`config.mk`:
```
export PLATFORM = sky130hd
export DESIGN_NAME = timer_counter
export DESIGN_NICKNAME = d
export VERILOG_FILES = /design/src/core/tmr_pkg.sv /design/src/core/phase_gen.sv /design/src/core/prescaler.sv /design/src/core/timer_counter.sv
export SDC_FILE = /design/constraint.sdc
export NUM_CORES = 1
export LEC_CHECK = 0
export BUFFER_PORTS_ARGS = -buffer_cell sky130_fd_sc_hd__buf_2
export CAP_MARGIN = 25
export CORE_MARGIN = 2
export CORE_UTILIZATION = 55
export CTS_CLUSTER_SIZE = 14
export DETAILED_ROUTE_END_ITERATION = 8
export GPL_TIMING_DRIVEN = 0
export HOLD_SLACK_MARGIN = 0.06
export PLACE_DENSITY_LB_ADDON = 0.08
export SETUP_SLACK_MARGIN = 0.15
export SYNTH_ARGS = -nofsm -noshare
export SYNTH_HDL_FRONTEND = slang
export SYNTH_SLANG_ARGS = --single-unit
```
`constraint.sdc`:
```
create_clock -name clk_in -period 3.4 [get_ports clk_in]
set_input_delay 0.17 -clock clk_in [delete_from_list [all_inputs] [get_ports clk_in]]
set_output_delay 0.17 -clock clk_in [all_outputs]
set_load 0.02 [all_outputs]
```
`src/core/tmr_pkg.sv`:
```
package tmr_pkg;
    localparam logic [7:0] TIMER_COUNT_ADDR  = 8'h01;
    localparam logic [7:0] TIMER_CONFIG_ADDR = 8'h81;
    localparam logic [7:0] IRQ_CONTROL_ADDR  = 8'h0b;
    localparam logic [7:0] IRQ_CONTROL_ALT   = 8'h8b;
    localparam logic [7:0] CONFIG_RESET      = 8'hff;
    localparam int         CSS_BIT           = 5;
    localparam int         SES_BIT           = 4;
    localparam int         PSA_BIT           = 3;
    localparam int         OVF_IE_BIT        = 5;
    localparam int         OVF_FLAG_BIT      = 2;
    localparam int         INHIBIT_CYCLES    = 2;
    localparam int         PHASES            = 4;
    localparam logic [1:0] PHASE_TWO         = 2'h1;
    localparam logic [1:0] PHASE_FOUR        = 2'h3;
    localparam int         WDT_PERIOD_DEF    = 16;

    typedef enum logic [1:0] {
        PH_Q1 = 2'b00,
        PH_Q2 = 2'b01,
        PH_Q3 = 2'b10,
        PH_Q4 = 2'b11
    } phase_t;

    // divider tap for a rate code: bit index of the 8-bit prescaler
    function automatic logic [2:0] rate_tap(input logic [2:0] code);
        rate_tap = code;
    endfunction
endpackage

```
`src/core/phase_gen.sv`:
```
`timescale 1ns/1ns
module phase_gen
    import tmr_pkg::*;
(
    input  wire logic             clk_in,
    input  wire logic             rstn_in,
    output logic [1:0]            phase_out,
    output logic                  cycle_end_out
);
    import tmr_pkg::*;

    logic [1:0] phase_ff;

    always_ff @(posedge clk_in) begin
        if (!rstn_in) begin
            phase_ff <= 2'h0;
        end else begin
            phase_ff <= phase_ff + 2'h1;
        end
    end

    assign phase_out     = phase_ff;
    assign cycle_end_out = (phase_ff == PHASE_FOUR);
endmodule

```
`src/core/prescaler.sv`:
```
`timescale 1ns/1ns
module prescaler
    import tmr_pkg::*;
#(
    parameter int WIDTH = 8
) (
    input  wire logic             clk_in,
    input  wire logic             rstn_in,
    input  wire logic             tick_in,
    input  wire logic             clear_in,
    input  wire logic [2:0]       rate_in,
    output logic                  div_out
);
    import tmr_pkg::*;

    logic [WIDTH-1:0] count_ff;

    initial begin
        if (WIDTH != 8) $error("prescaler width must be 8");
    end

    // single shared counter, not visible to software
    always_ff @(posedge clk_in) begin
        if (!rstn_in) begin
            count_ff <= '0;
        end else if (clear_in) begin
            count_ff <= '0;
        end else if (tick_in) begin
            count_ff <= count_ff + 1'b1;
        end
    end

    assign div_out = count_ff[rate_tap(rate_in)];
endmodule

```
`src/core/timer_counter.sv`:
```
`timescale 1ns/1ns
// Operation
// - timer mode counts each instruction cycle when prescaler assigned to watchdog
// - write blocks counting for two cycles
// - counter mode counts external input edges
// - edge select picks rising or falling
// - assign bit routes prescaler counter or watchdog
// - rate divides 1:2 up to 1:256
// - wrap to zero sets overflow flag
// - interrupt only while enable bit set
// - flag stays until software clears
// - sleep halts the counter
// - prescaler output sampled on phase two, four
// - increment lags edge by fixed phases
// - one shared eight-bit prescaler
// - count write clears prescaler when assigned
// - watchdog clear clears watchdog, and prescaler when assigned
// - prescaler has no software access
module timer_counter
    import tmr_pkg::*;
#(
    parameter int WDT_PERIOD = WDT_PERIOD_DEF
) (
    input  wire logic             clk_in,
    input  wire logic             rstn_in,
    input  wire logic [7:0]       reg_addr_in,
    input  wire logic [7:0]       reg_wdata_in,
    input  wire logic             reg_wr_in,
    input  wire logic             reg_rd_in,
    output logic [7:0]            reg_rdata_out,
    input  wire logic             ext_count_input_in,
    input  wire logic             sleep_in,
    input  wire logic             watchdog_clear_instr_in,
    input  wire logic             wdt_tick_in,
    output logic                  irq_out,
    output logic                  wdt_timeout_out
);
    import tmr_pkg::*;

    logic [7:0] timer_count_ff;
    logic [7:0] config_ff;
    logic       overflow_flag_ff;
    logic       overflow_irq_enable_ff;
    logic [1:0] inhibit_ff;
    logic       pin_s1_ff;
    logic       pin_s2_ff;
    logic       pin_prev_ff;
    logic       psc_s_ff;
    logic       psc_prev_ff;
    logic [7:0] rdata_ff;
    logic       irq_ff;
    logic [7:0] wdt_ff;
    logic       wdt_to_ff;
    logic [1:0] phase;
    logic       cycle_end;
    logic       count_wr;
    logic       cfg_wr;
    logic       irq_wr;
    logic       css;
    logic       ses;
    logic       prescaler_assign;
    logic       ext_edge;
    logic       src_tick;
    logic       psc_tick;
    logic       psc_clear;
    logic       psc_div;
    logic       inc_evt;
    logic       wrap;
    logic [7:0] nxt_timer_count;

    phase_gen phase_gen_inst (
        .clk_in        (clk_in),
        .rstn_in       (rstn_in),
        .phase_out     (phase),
        .cycle_end_out (cycle_end)
    );

    assign count_wr = reg_wr_in && (reg_addr_in == TIMER_COUNT_ADDR);
    assign cfg_wr   = reg_wr_in && (reg_addr_in == TIMER_CONFIG_ADDR);
    assign irq_wr   = reg_wr_in && ((reg_addr_in == IRQ_CONTROL_ADDR) ||
                                    (reg_addr_in == IRQ_CONTROL_ALT));
    assign css = config_ff[CSS_BIT];
    assign ses = config_ff[SES_BIT];
    assign prescaler_assign = config_ff[PSA_BIT];

    always_ff @(posedge clk_in) begin
        if (!rstn_in) begin
            config_ff <= CONFIG_RESET;
        end else if (cfg_wr) begin
            config_ff <= reg_wdata_in;
        end
    end

    // two-flop pin synchroniser
    always_ff @(posedge clk_in) begin
        if (!rstn_in) begin
            pin_s1_ff   <= 1'b0;
            pin_s2_ff   <= 1'b0;
            pin_prev_ff <= 1'b0;
        end else begin
            pin_s1_ff   <= ext_count_input_in;
            pin_s2_ff   <= pin_s1_ff;
            pin_prev_ff <= pin_s2_ff;
        end
    end

    // rising when ses clear, falling when set
    assign ext_edge = ses ? (pin_prev_ff && !pin_s2_ff)
                          : (!pin_prev_ff && pin_s2_ff);
    // source: instruction cycle or external edge
    assign src_tick = css ? ext_edge : cycle_end;
    // prescaler steps on source (counter) or watchdog tick
    assign psc_tick = sleep_in ? (prescaler_assign && wdt_tick_in)
                               : (prescaler_assign ? wdt_tick_in : src_tick);
    assign psc_clear = (!prescaler_assign && count_wr) ||
                       (prescaler_assign && watchdog_clear_instr_in);

    // one shared 8-bit counter, no register path
    prescaler #(
        .WIDTH (8)
    ) prescaler_inst (
        .clk_in   (clk_in),
        .rstn_in  (rstn_in),
        .tick_in  (psc_tick),
        .clear_in (psc_clear),
        .rate_in  (config_ff[2:0]),
        .div_out  (psc_div)
    );

    // prescaler output sampled on phase two and four
    always_ff @(posedge clk_in) begin
        if (!rstn_in) begin
            psc_s_ff    <= 1'b0;
            psc_prev_ff <= 1'b0;
        end else if (phase == PHASE_TWO || phase == PHASE_FOUR) begin
            psc_s_ff    <= psc_div;
            psc_prev_ff <= psc_s_ff;
        end
    end

    // prescaled: tap carry-out, seen in the cycle after each sample
    assign inc_evt = !sleep_in && (inhibit_ff == 2'h0) &&
                     (prescaler_assign ? src_tick
                          : (((phase == PH_Q1) || (phase == PH_Q3)) &&
                             !psc_s_ff && psc_prev_ff));

    // inhibit counts down instruction cycles after a write
    always_ff @(posedge clk_in) begin
        if (!rstn_in) begin
            inhibit_ff <= 2'h0;
        end else if (count_wr) begin
            inhibit_ff <= 2'(INHIBIT_CYCLES);
        end else if (cycle_end && inhibit_ff != 2'h0) begin
            inhibit_ff <= inhibit_ff - 2'h1;
        end
    end

    assign wrap = inc_evt && (timer_count_ff == 8'hff);
    always_comb begin
        nxt_timer_count = timer_count_ff;
        if (count_wr) begin
            nxt_timer_count = reg_wdata_in;
        end else if (inc_evt) begin
            nxt_timer_count = timer_count_ff + 8'h01;
        end
    end

    always_ff @(posedge clk_in) begin
        if (!rstn_in) begin
            timer_count_ff <= 8'h00;
        end else begin
            timer_count_ff <= nxt_timer_count;
        end
    end

    // flag: hardware set wins over software clear
    always_ff @(posedge clk_in) begin
        if (!rstn_in) begin
            overflow_flag_ff       <= 1'b0;
            overflow_irq_enable_ff <= 1'b0;
        end else begin
            if (irq_wr) begin
                overflow_irq_enable_ff <= reg_wdata_in[OVF_IE_BIT];
            end
            if (wrap && !count_wr) begin
                overflow_flag_ff <= 1'b1;
            end else if (irq_wr) begin
                overflow_flag_ff <= reg_wdata_in[OVF_FLAG_BIT];
            end
        end
    end

    always_ff @(posedge clk_in) begin
        if (!rstn_in) begin
            irq_ff <= 1'b0;
        end else begin
            irq_ff <= overflow_flag_ff && overflow_irq_enable_ff;
        end
    end

    // minimal watchdog, postscaled when assigned
    always_ff @(posedge clk_in) begin
        if (!rstn_in) begin
            wdt_ff    <= 8'h00;
            wdt_to_ff <= 1'b0;
        end else if (watchdog_clear_instr_in) begin
            wdt_ff    <= 8'h00;
            wdt_to_ff <= 1'b0;
        end else if (prescaler_assign ? (wdt_tick_in && psc_div) : wdt_tick_in) begin
            if (wdt_ff == 8'(WDT_PERIOD - 1)) begin
                wdt_ff    <= 8'h00;
                wdt_to_ff <= 1'b1;
            end else begin
                wdt_ff <= wdt_ff + 8'h01;
            end
        end
    end

    always_ff @(posedge clk_in) begin
        if (!rstn_in) begin
            rdata_ff <= 8'h00;
        end else if (reg_rd_in) begin
            unique case (reg_addr_in)
                TIMER_COUNT_ADDR:  rdata_ff <= timer_count_ff;
                TIMER_CONFIG_ADDR: rdata_ff <= config_ff;
                IRQ_CONTROL_ADDR, IRQ_CONTROL_ALT: begin
                    rdata_ff <= {2'h0, overflow_irq_enable_ff, 2'h0,
                                 overflow_flag_ff, 2'h0};
                end
                default: rdata_ff <= 8'h00;
            endcase
        end
    end

    assign reg_rdata_out   = rdata_ff;
    assign irq_out         = irq_ff;
    assign wdt_timeout_out = wdt_to_ff;

    initial begin
        if (WDT_PERIOD < 2 || WDT_PERIOD > 256) $error("bad WDT_PERIOD");
    end

    wrap_sets_flag_a: assert property (
        @(posedge clk_in) disable iff (!rstn_in)
        (wrap && !count_wr) |=> overflow_flag_ff)
        else $error("wrap did not set flag");
    flag_sticky_a: assert property (
        @(posedge clk_in) disable iff (!rstn_in)
        (overflow_flag_ff && !irq_wr) |=> overflow_flag_ff)
        else $error("flag cleared by hardware");
    irq_mask_a: assert property (
        @(posedge clk_in) disable iff (!rstn_in)
        irq_out |-> $past(overflow_irq_enable_ff))
        else $error("irq while masked");
    write_inhibit_a: assert property (
        @(posedge clk_in) disable iff (!rstn_in)
        count_wr |=> !inc_evt [*4])
        else $error("count during inhibit");
    sleep_halt_a: assert property (
        @(posedge clk_in) disable iff (!rstn_in)
        (sleep_in && !count_wr) |=> $stable(timer_count_ff))
        else $error("count moved in sleep");
    timer_step_a: assert property (
        @(posedge clk_in) disable iff (!rstn_in)
        (inc_evt && !count_wr) |=> timer_count_ff == $past(timer_count_ff) + 8'h01)
        else $error("bad increment");
    psc_sample_a: assert property (
        @(posedge clk_in) disable iff (!rstn_in)
        (phase == PH_Q1 || phase == PH_Q3) |=> $stable(psc_s_ff))
        else $error("sample off phase");
    psc_route_a: assert property (
        @(posedge clk_in) disable iff (!rstn_in)
        (prescaler_assign && !css && !sleep_in && (inhibit_ff == 2'h0) && cycle_end &&
         !count_wr) |=> timer_count_ff == $past(timer_count_ff) + 8'h01)
        else $error("prescaler route wrong");
    psc_phase_a: assert property (
        @(posedge clk_in) disable iff (!rstn_in)
        (!prescaler_assign && inc_evt) |-> (phase == PH_Q1 || phase == PH_Q3))
        else $error("prescaled step off phase");
    cov_wrap_c: cover property (@(posedge clk_in) wrap);
    cov_ext_c: cover property (@(posedge clk_in) css && inc_evt);
    cov_irq_c: cover property (@(posedge clk_in) irq_out);
endmodule

```
==> metrics.md <==
| Metric | Value |
|---|---|
| Required @ worst endpoint | `between 3000 and 4000 ps` |
| Port Buffers | `31` |
| CTS tree | `yes` |
| Critical-path maximum fanout | `6` |
| Syn_nets | `321` |
| Combined global-route utilization of all metal layers | `0.228` |
| Worst hold slack after final layout | `about 87 ps` |
| Max rail drop VDD | `0.188 mV` |
| Clock latency at the later pin of the worst-skew pair | `around 310 ps` |
| Initial DRC count | `125` |
| Endpoints failing hold | `0` |
| Synth Warn # | `0` |
| Number of buffers inserted for hold repair after clock tree synthesis | `1` |
| Die Footprint | `between 5000 and 6000 sq um` |
| Launching point of the worst reg2reg path | `phase_gen_inst.phase_out[0]` |
| Startpoint class of the critical path | `flip-flop` |
| Vertical die dimension | `about 73 um` |
| Internal power of the cells | `between 0.8 and 0.9 mW` |
| Sequential cell area fraction in the yosys report | `0.407` |
| Detailed Route WL | `~5700 um` |
| DRC violation count after routing | `0` |
| Maximum clock frequency | `0.464 GHz` |
| Top delay family on crit path | `simple AND/OR/NAND/NOR gates` |
| Final net count | `between 300 and 400` |
| Bufs and invs on worst path | `1` |
| Wire length of the first global-routing pass | `9450 um` |
| Antenna violations before repair | `0` |
| Kind of capture point of the worst setup path | `flip-flop` |
| Hold depth | `3` |
| Share of power burned in registers | `0.601` |
| Register-to-register setup slack | `roughly 1200 ps` |
| NetSw | `around 0.25 mW` |
| Part of the total power dissipated in the clock network | `0.331` |
| Average via count per standard cell | `~5.8` |
| Detailed Routing Iterations Pass 1 | `5` |
| Sequential cell area | `between 1000 and 1500 sq um` |
| Ordered cell list for the critical path | `inv_1 > ha_1 > nor2_1 > nor4b_2 > o21ai_2 > or4_1 > a31oi_1` |
| Count of flip-flops with a built-in enable after synthesis | `0` |
| P_leak | `about 1.2 nW` |
| Maximum number of pins on one net before global-route repair | `16` |
| I/O Pins | `34` |
| Post-cts resize count | `0` |
| X dimension of the die | `72.8 um` |
| Synthesized cell area | `roughly 2600 sq um` |
| Fraction of registers with async set or reset after synthesis | `0` |
| Remaining number of nets flagged by the antenna check after routing | `0` |
| Wire length per cell | `14.8 um` |
| Number of synthesized register bits | `53` |
| Slew at the pin closest to its max-slew limit | `roughly 690 ps` |
| Clock tree root buffer cell | `clkbuf_8` |
| Share of total power consumed by net switching | `0.237` |
| Count of mapped cells out of synthesis | `around 290` |
| Endpoint of the worst-slack reg-to-reg timing path | `timer_count_ff[6]` |
| Post-route clock period utilization | `0.634` |
| Row count | `25` |
| Critical Path Max Stage Delay | `570 ps` |
| Hold_sp | `reg_wdata_in[1]` |
| Critical-path cell with the highest stage delay | `nor4b_2` |
| Routability cong. | `0.868` |
| Syn-to-layout area delta | `12.2%` |
| Total inserted antenna cells | `0` |
| Setup bufs post-CTS | `0` |
| Dominant register cell in the synthesized netlist | `dfxtp_1` |
| Via count of the first global-routing pass | `between 2,000 and 2,500` |
| Skew final | `about 7.5 ps` |
| Synthesized area divided by synthesized cell count | `approximately 9 sq um` |
| Clock transition at the registers of the reported paths | `90 ps` |
| Part of the total power dissipated in combinational logic | `0.068` |
| Count of pins over their slew limit | `0` |
| RSZ-0062 raised after global routing | `no` |
| Data arrival at the endpoint of the critical path | `2390 ps` |
| Area of the multi-input gates | `approximately 1400 sq um` |
| Grt ovf | `0` |
| Run status | `finished, final reports clean` |
| Worst-case hold path end point | `config_ff[1]` |
| Max clock buf depth | `2` |
| Reg2reg path depth | `7` |
| Via total after detailed routing | `around 2,200` |
| Ratio of cells with drive above 1 in the final layout | `0.137` |
| Relative slew slack | `0.538` |
| Number of levels in the clock H-tree | `2` |
| Worst Path Class, Setup | `reg -> reg` |
| Number of maximum-capacitance constraint violations | `0` |
| Core Box Area | `~4600 sq um` |
| Pwr Density | `roughly 360 nW/um^2` |
| Worst Hold Class | `in -> reg` |
| Starting utilization of the core area | `0.563` |
| CTS buffer count | `5` |
| # setup viols final | `0` |
| Tmin final | `2160 ps` |
| Count of unique library cells instantiated by Yosys | `between 40 and 50` |
| Post-DP HPWL | `4230 um` |
| Fill cell instance count of the final layout | `between 400 and 500` |
| CTS sink count | `53` |
| Setup tns final | `0 ps` |
## synthesized netlist by cell type (2+ instances only)
master | number | area (sq um)
or4_1 | 2 | 15.0
o31ai_1 | 2 | 15.0
a21boi_0 | 2 | 15.0
nand2_1 | 20 | 75.1
o21ai_0 | 21 | 105
and3_1 | 7 | 43.8
ha_1 | 8 | 100
mux2i_1 | 22 | 220
xnor2_1 | 2 | 17.5
o22ai_1 | 8 | 50.1
o2111ai_1 | 6 | 52.6
nor2b_1 | 5 | 31.3
nor2_1 | 14 | 52.6
dfxtp_1 | 53 | 1060
xor2_1 | 12 | 105
o211ai_1 | 4 | 30.0
buf_1 | 2 | 7.51
or3_1 | 3 | 18.8
nand3_1 | 10 | 50.1
a21oi_1 | 14 | 70.1
nor4_1 | 2 | 12.5
nor3_1 | 4 | 20.0
a31oi_1 | 5 | 31.3
inv_1 | 13 | 48.8
and2_1 | 18 | 113
clkbuf_1 | 9 | 33.8
nand4_1 | 4 | 25.0
## stage by stage
stage	power [mW]	cells	cell area [sq um]	setup WS, ps	util
final	1.05	383	2920	1240	0.631
after global routing	1.09	383	2920	1100	0.631
after CTS	1.06	383	2920	1230	0.631
after detailed placement	0.715	374	2830	1280	0.611
after global placement	0.714	374	2830	1310	0.611
after floorplan	0.684	289	2610	1540	-
## sequential cells by signal (all words and copies together) (netlist names)
register / cells
pin_s1_ff: 1
config_ff: 8
phase_gen_inst.phase_out: 2
pin_prev_ff: 1
inhibit_ff: 2
psc_s_ff: 1
reg_rdata_out: 8
wdt_ff: 8
prescaler_inst.count_ff: 8
overflow_flag_ff: 1
overflow_irq_enable_ff: 1
wdt_timeout_out: 1
timer_count_ff: 8
pin_s2_ff: 1
psc_prev_ff: 1
irq_out: 1
## cells by family after synthesis
| kind of cell | synth area share |
|---|---|
| simple gates | 0.197 |
| compound gates | 0.174 |
| flops | 0.407 |
| buf+inv | 0.0389 |
| mux | 0.0975 |
| xor+xnor | 0.0471 |
| fa+ha+maj | 0.0384 |
## placed cells by master (no fill, tap or decap), drive strengths merged, types with 2 or more instances in the layout
master   synthesis  layout
a21boi           3       3
a21oi           14      14
a31oi            6       6
and2            18      18
and3             7       7
buf              3      34
clkbuf           9      16
dfxtp           53      53
ha               8       8
inv             13      13
mux2i           22      22
nand2           20      20
nand3           10      10
nand4            4       4
nor2            14      14
nor2b            5       5
nor3             4       4
nor4             2       2
o2111ai          6       6
o211ai           4       4
o21ai           22      22
o22ai            8       8
o31ai            2       2
or3              3       3
or4              2       2
xnor2            2       2
xor2            12      12
## layer usage
layer | up-vias | wire length (um) | GRT usage
met1 | 1039 | 2890 | 0.330
met3 | 5 | 240 | 0.0414
li1 | 1119 | - | -
met2 | 53 | 2480 | 0.346
met4 | 0 | 57 | 0.0679
met5 | - | 0 | 0
## power by group through the flow
stage               combinational (mW)  sequential, mW  clock [mW]
floorplan                       0.0401           0.644           0
global placement                0.0697           0.645           0
detailed placement              0.0703           0.645           0
CTS                             0.0715           0.630       0.354
global route                    0.0803           0.631       0.378
finish                          0.0710           0.630       0.347
## how the worst max path moves through the flow
stage	end	from	slack [ps]	cells past startpoint
final	timer_count_ff[6]	phase_gen_inst.phase_out[0]	1240	7
after global routing	timer_count_ff[6]	phase_gen_inst.phase_out[0]	1100	7
after CTS	timer_count_ff[6]	phase_gen_inst.phase_out[0]	1230	7
after detailed placement	timer_count_ff[6]	phase_gen_inst.phase_out[0]	1280	7
after global placement	timer_count_ff[6]	phase_gen_inst.phase_out[0]	1310	7
after floorplan	wdt_ff[4]	config_ff[0]	1540	6
## tightest hold or removal path, stage by stage
cell	delay [ps]
buf_2	80
mux2i_1	60
nand2_1	60
## cell type report
cell class | instances | area share
clock inverters | 1 | 0.00257
repair buffers | 32 | 0.0565
inverters | 13 | 0.0167
flip-flops and latches | 53 | 0.363
plain buffers | 12 | 0.0180
multi-input cells | 211 | 0.494
well taps | 54 | 0.0231
clock buffers | 7 | 0.0261
No activity file was read; power rests on OpenSTA's default activity.
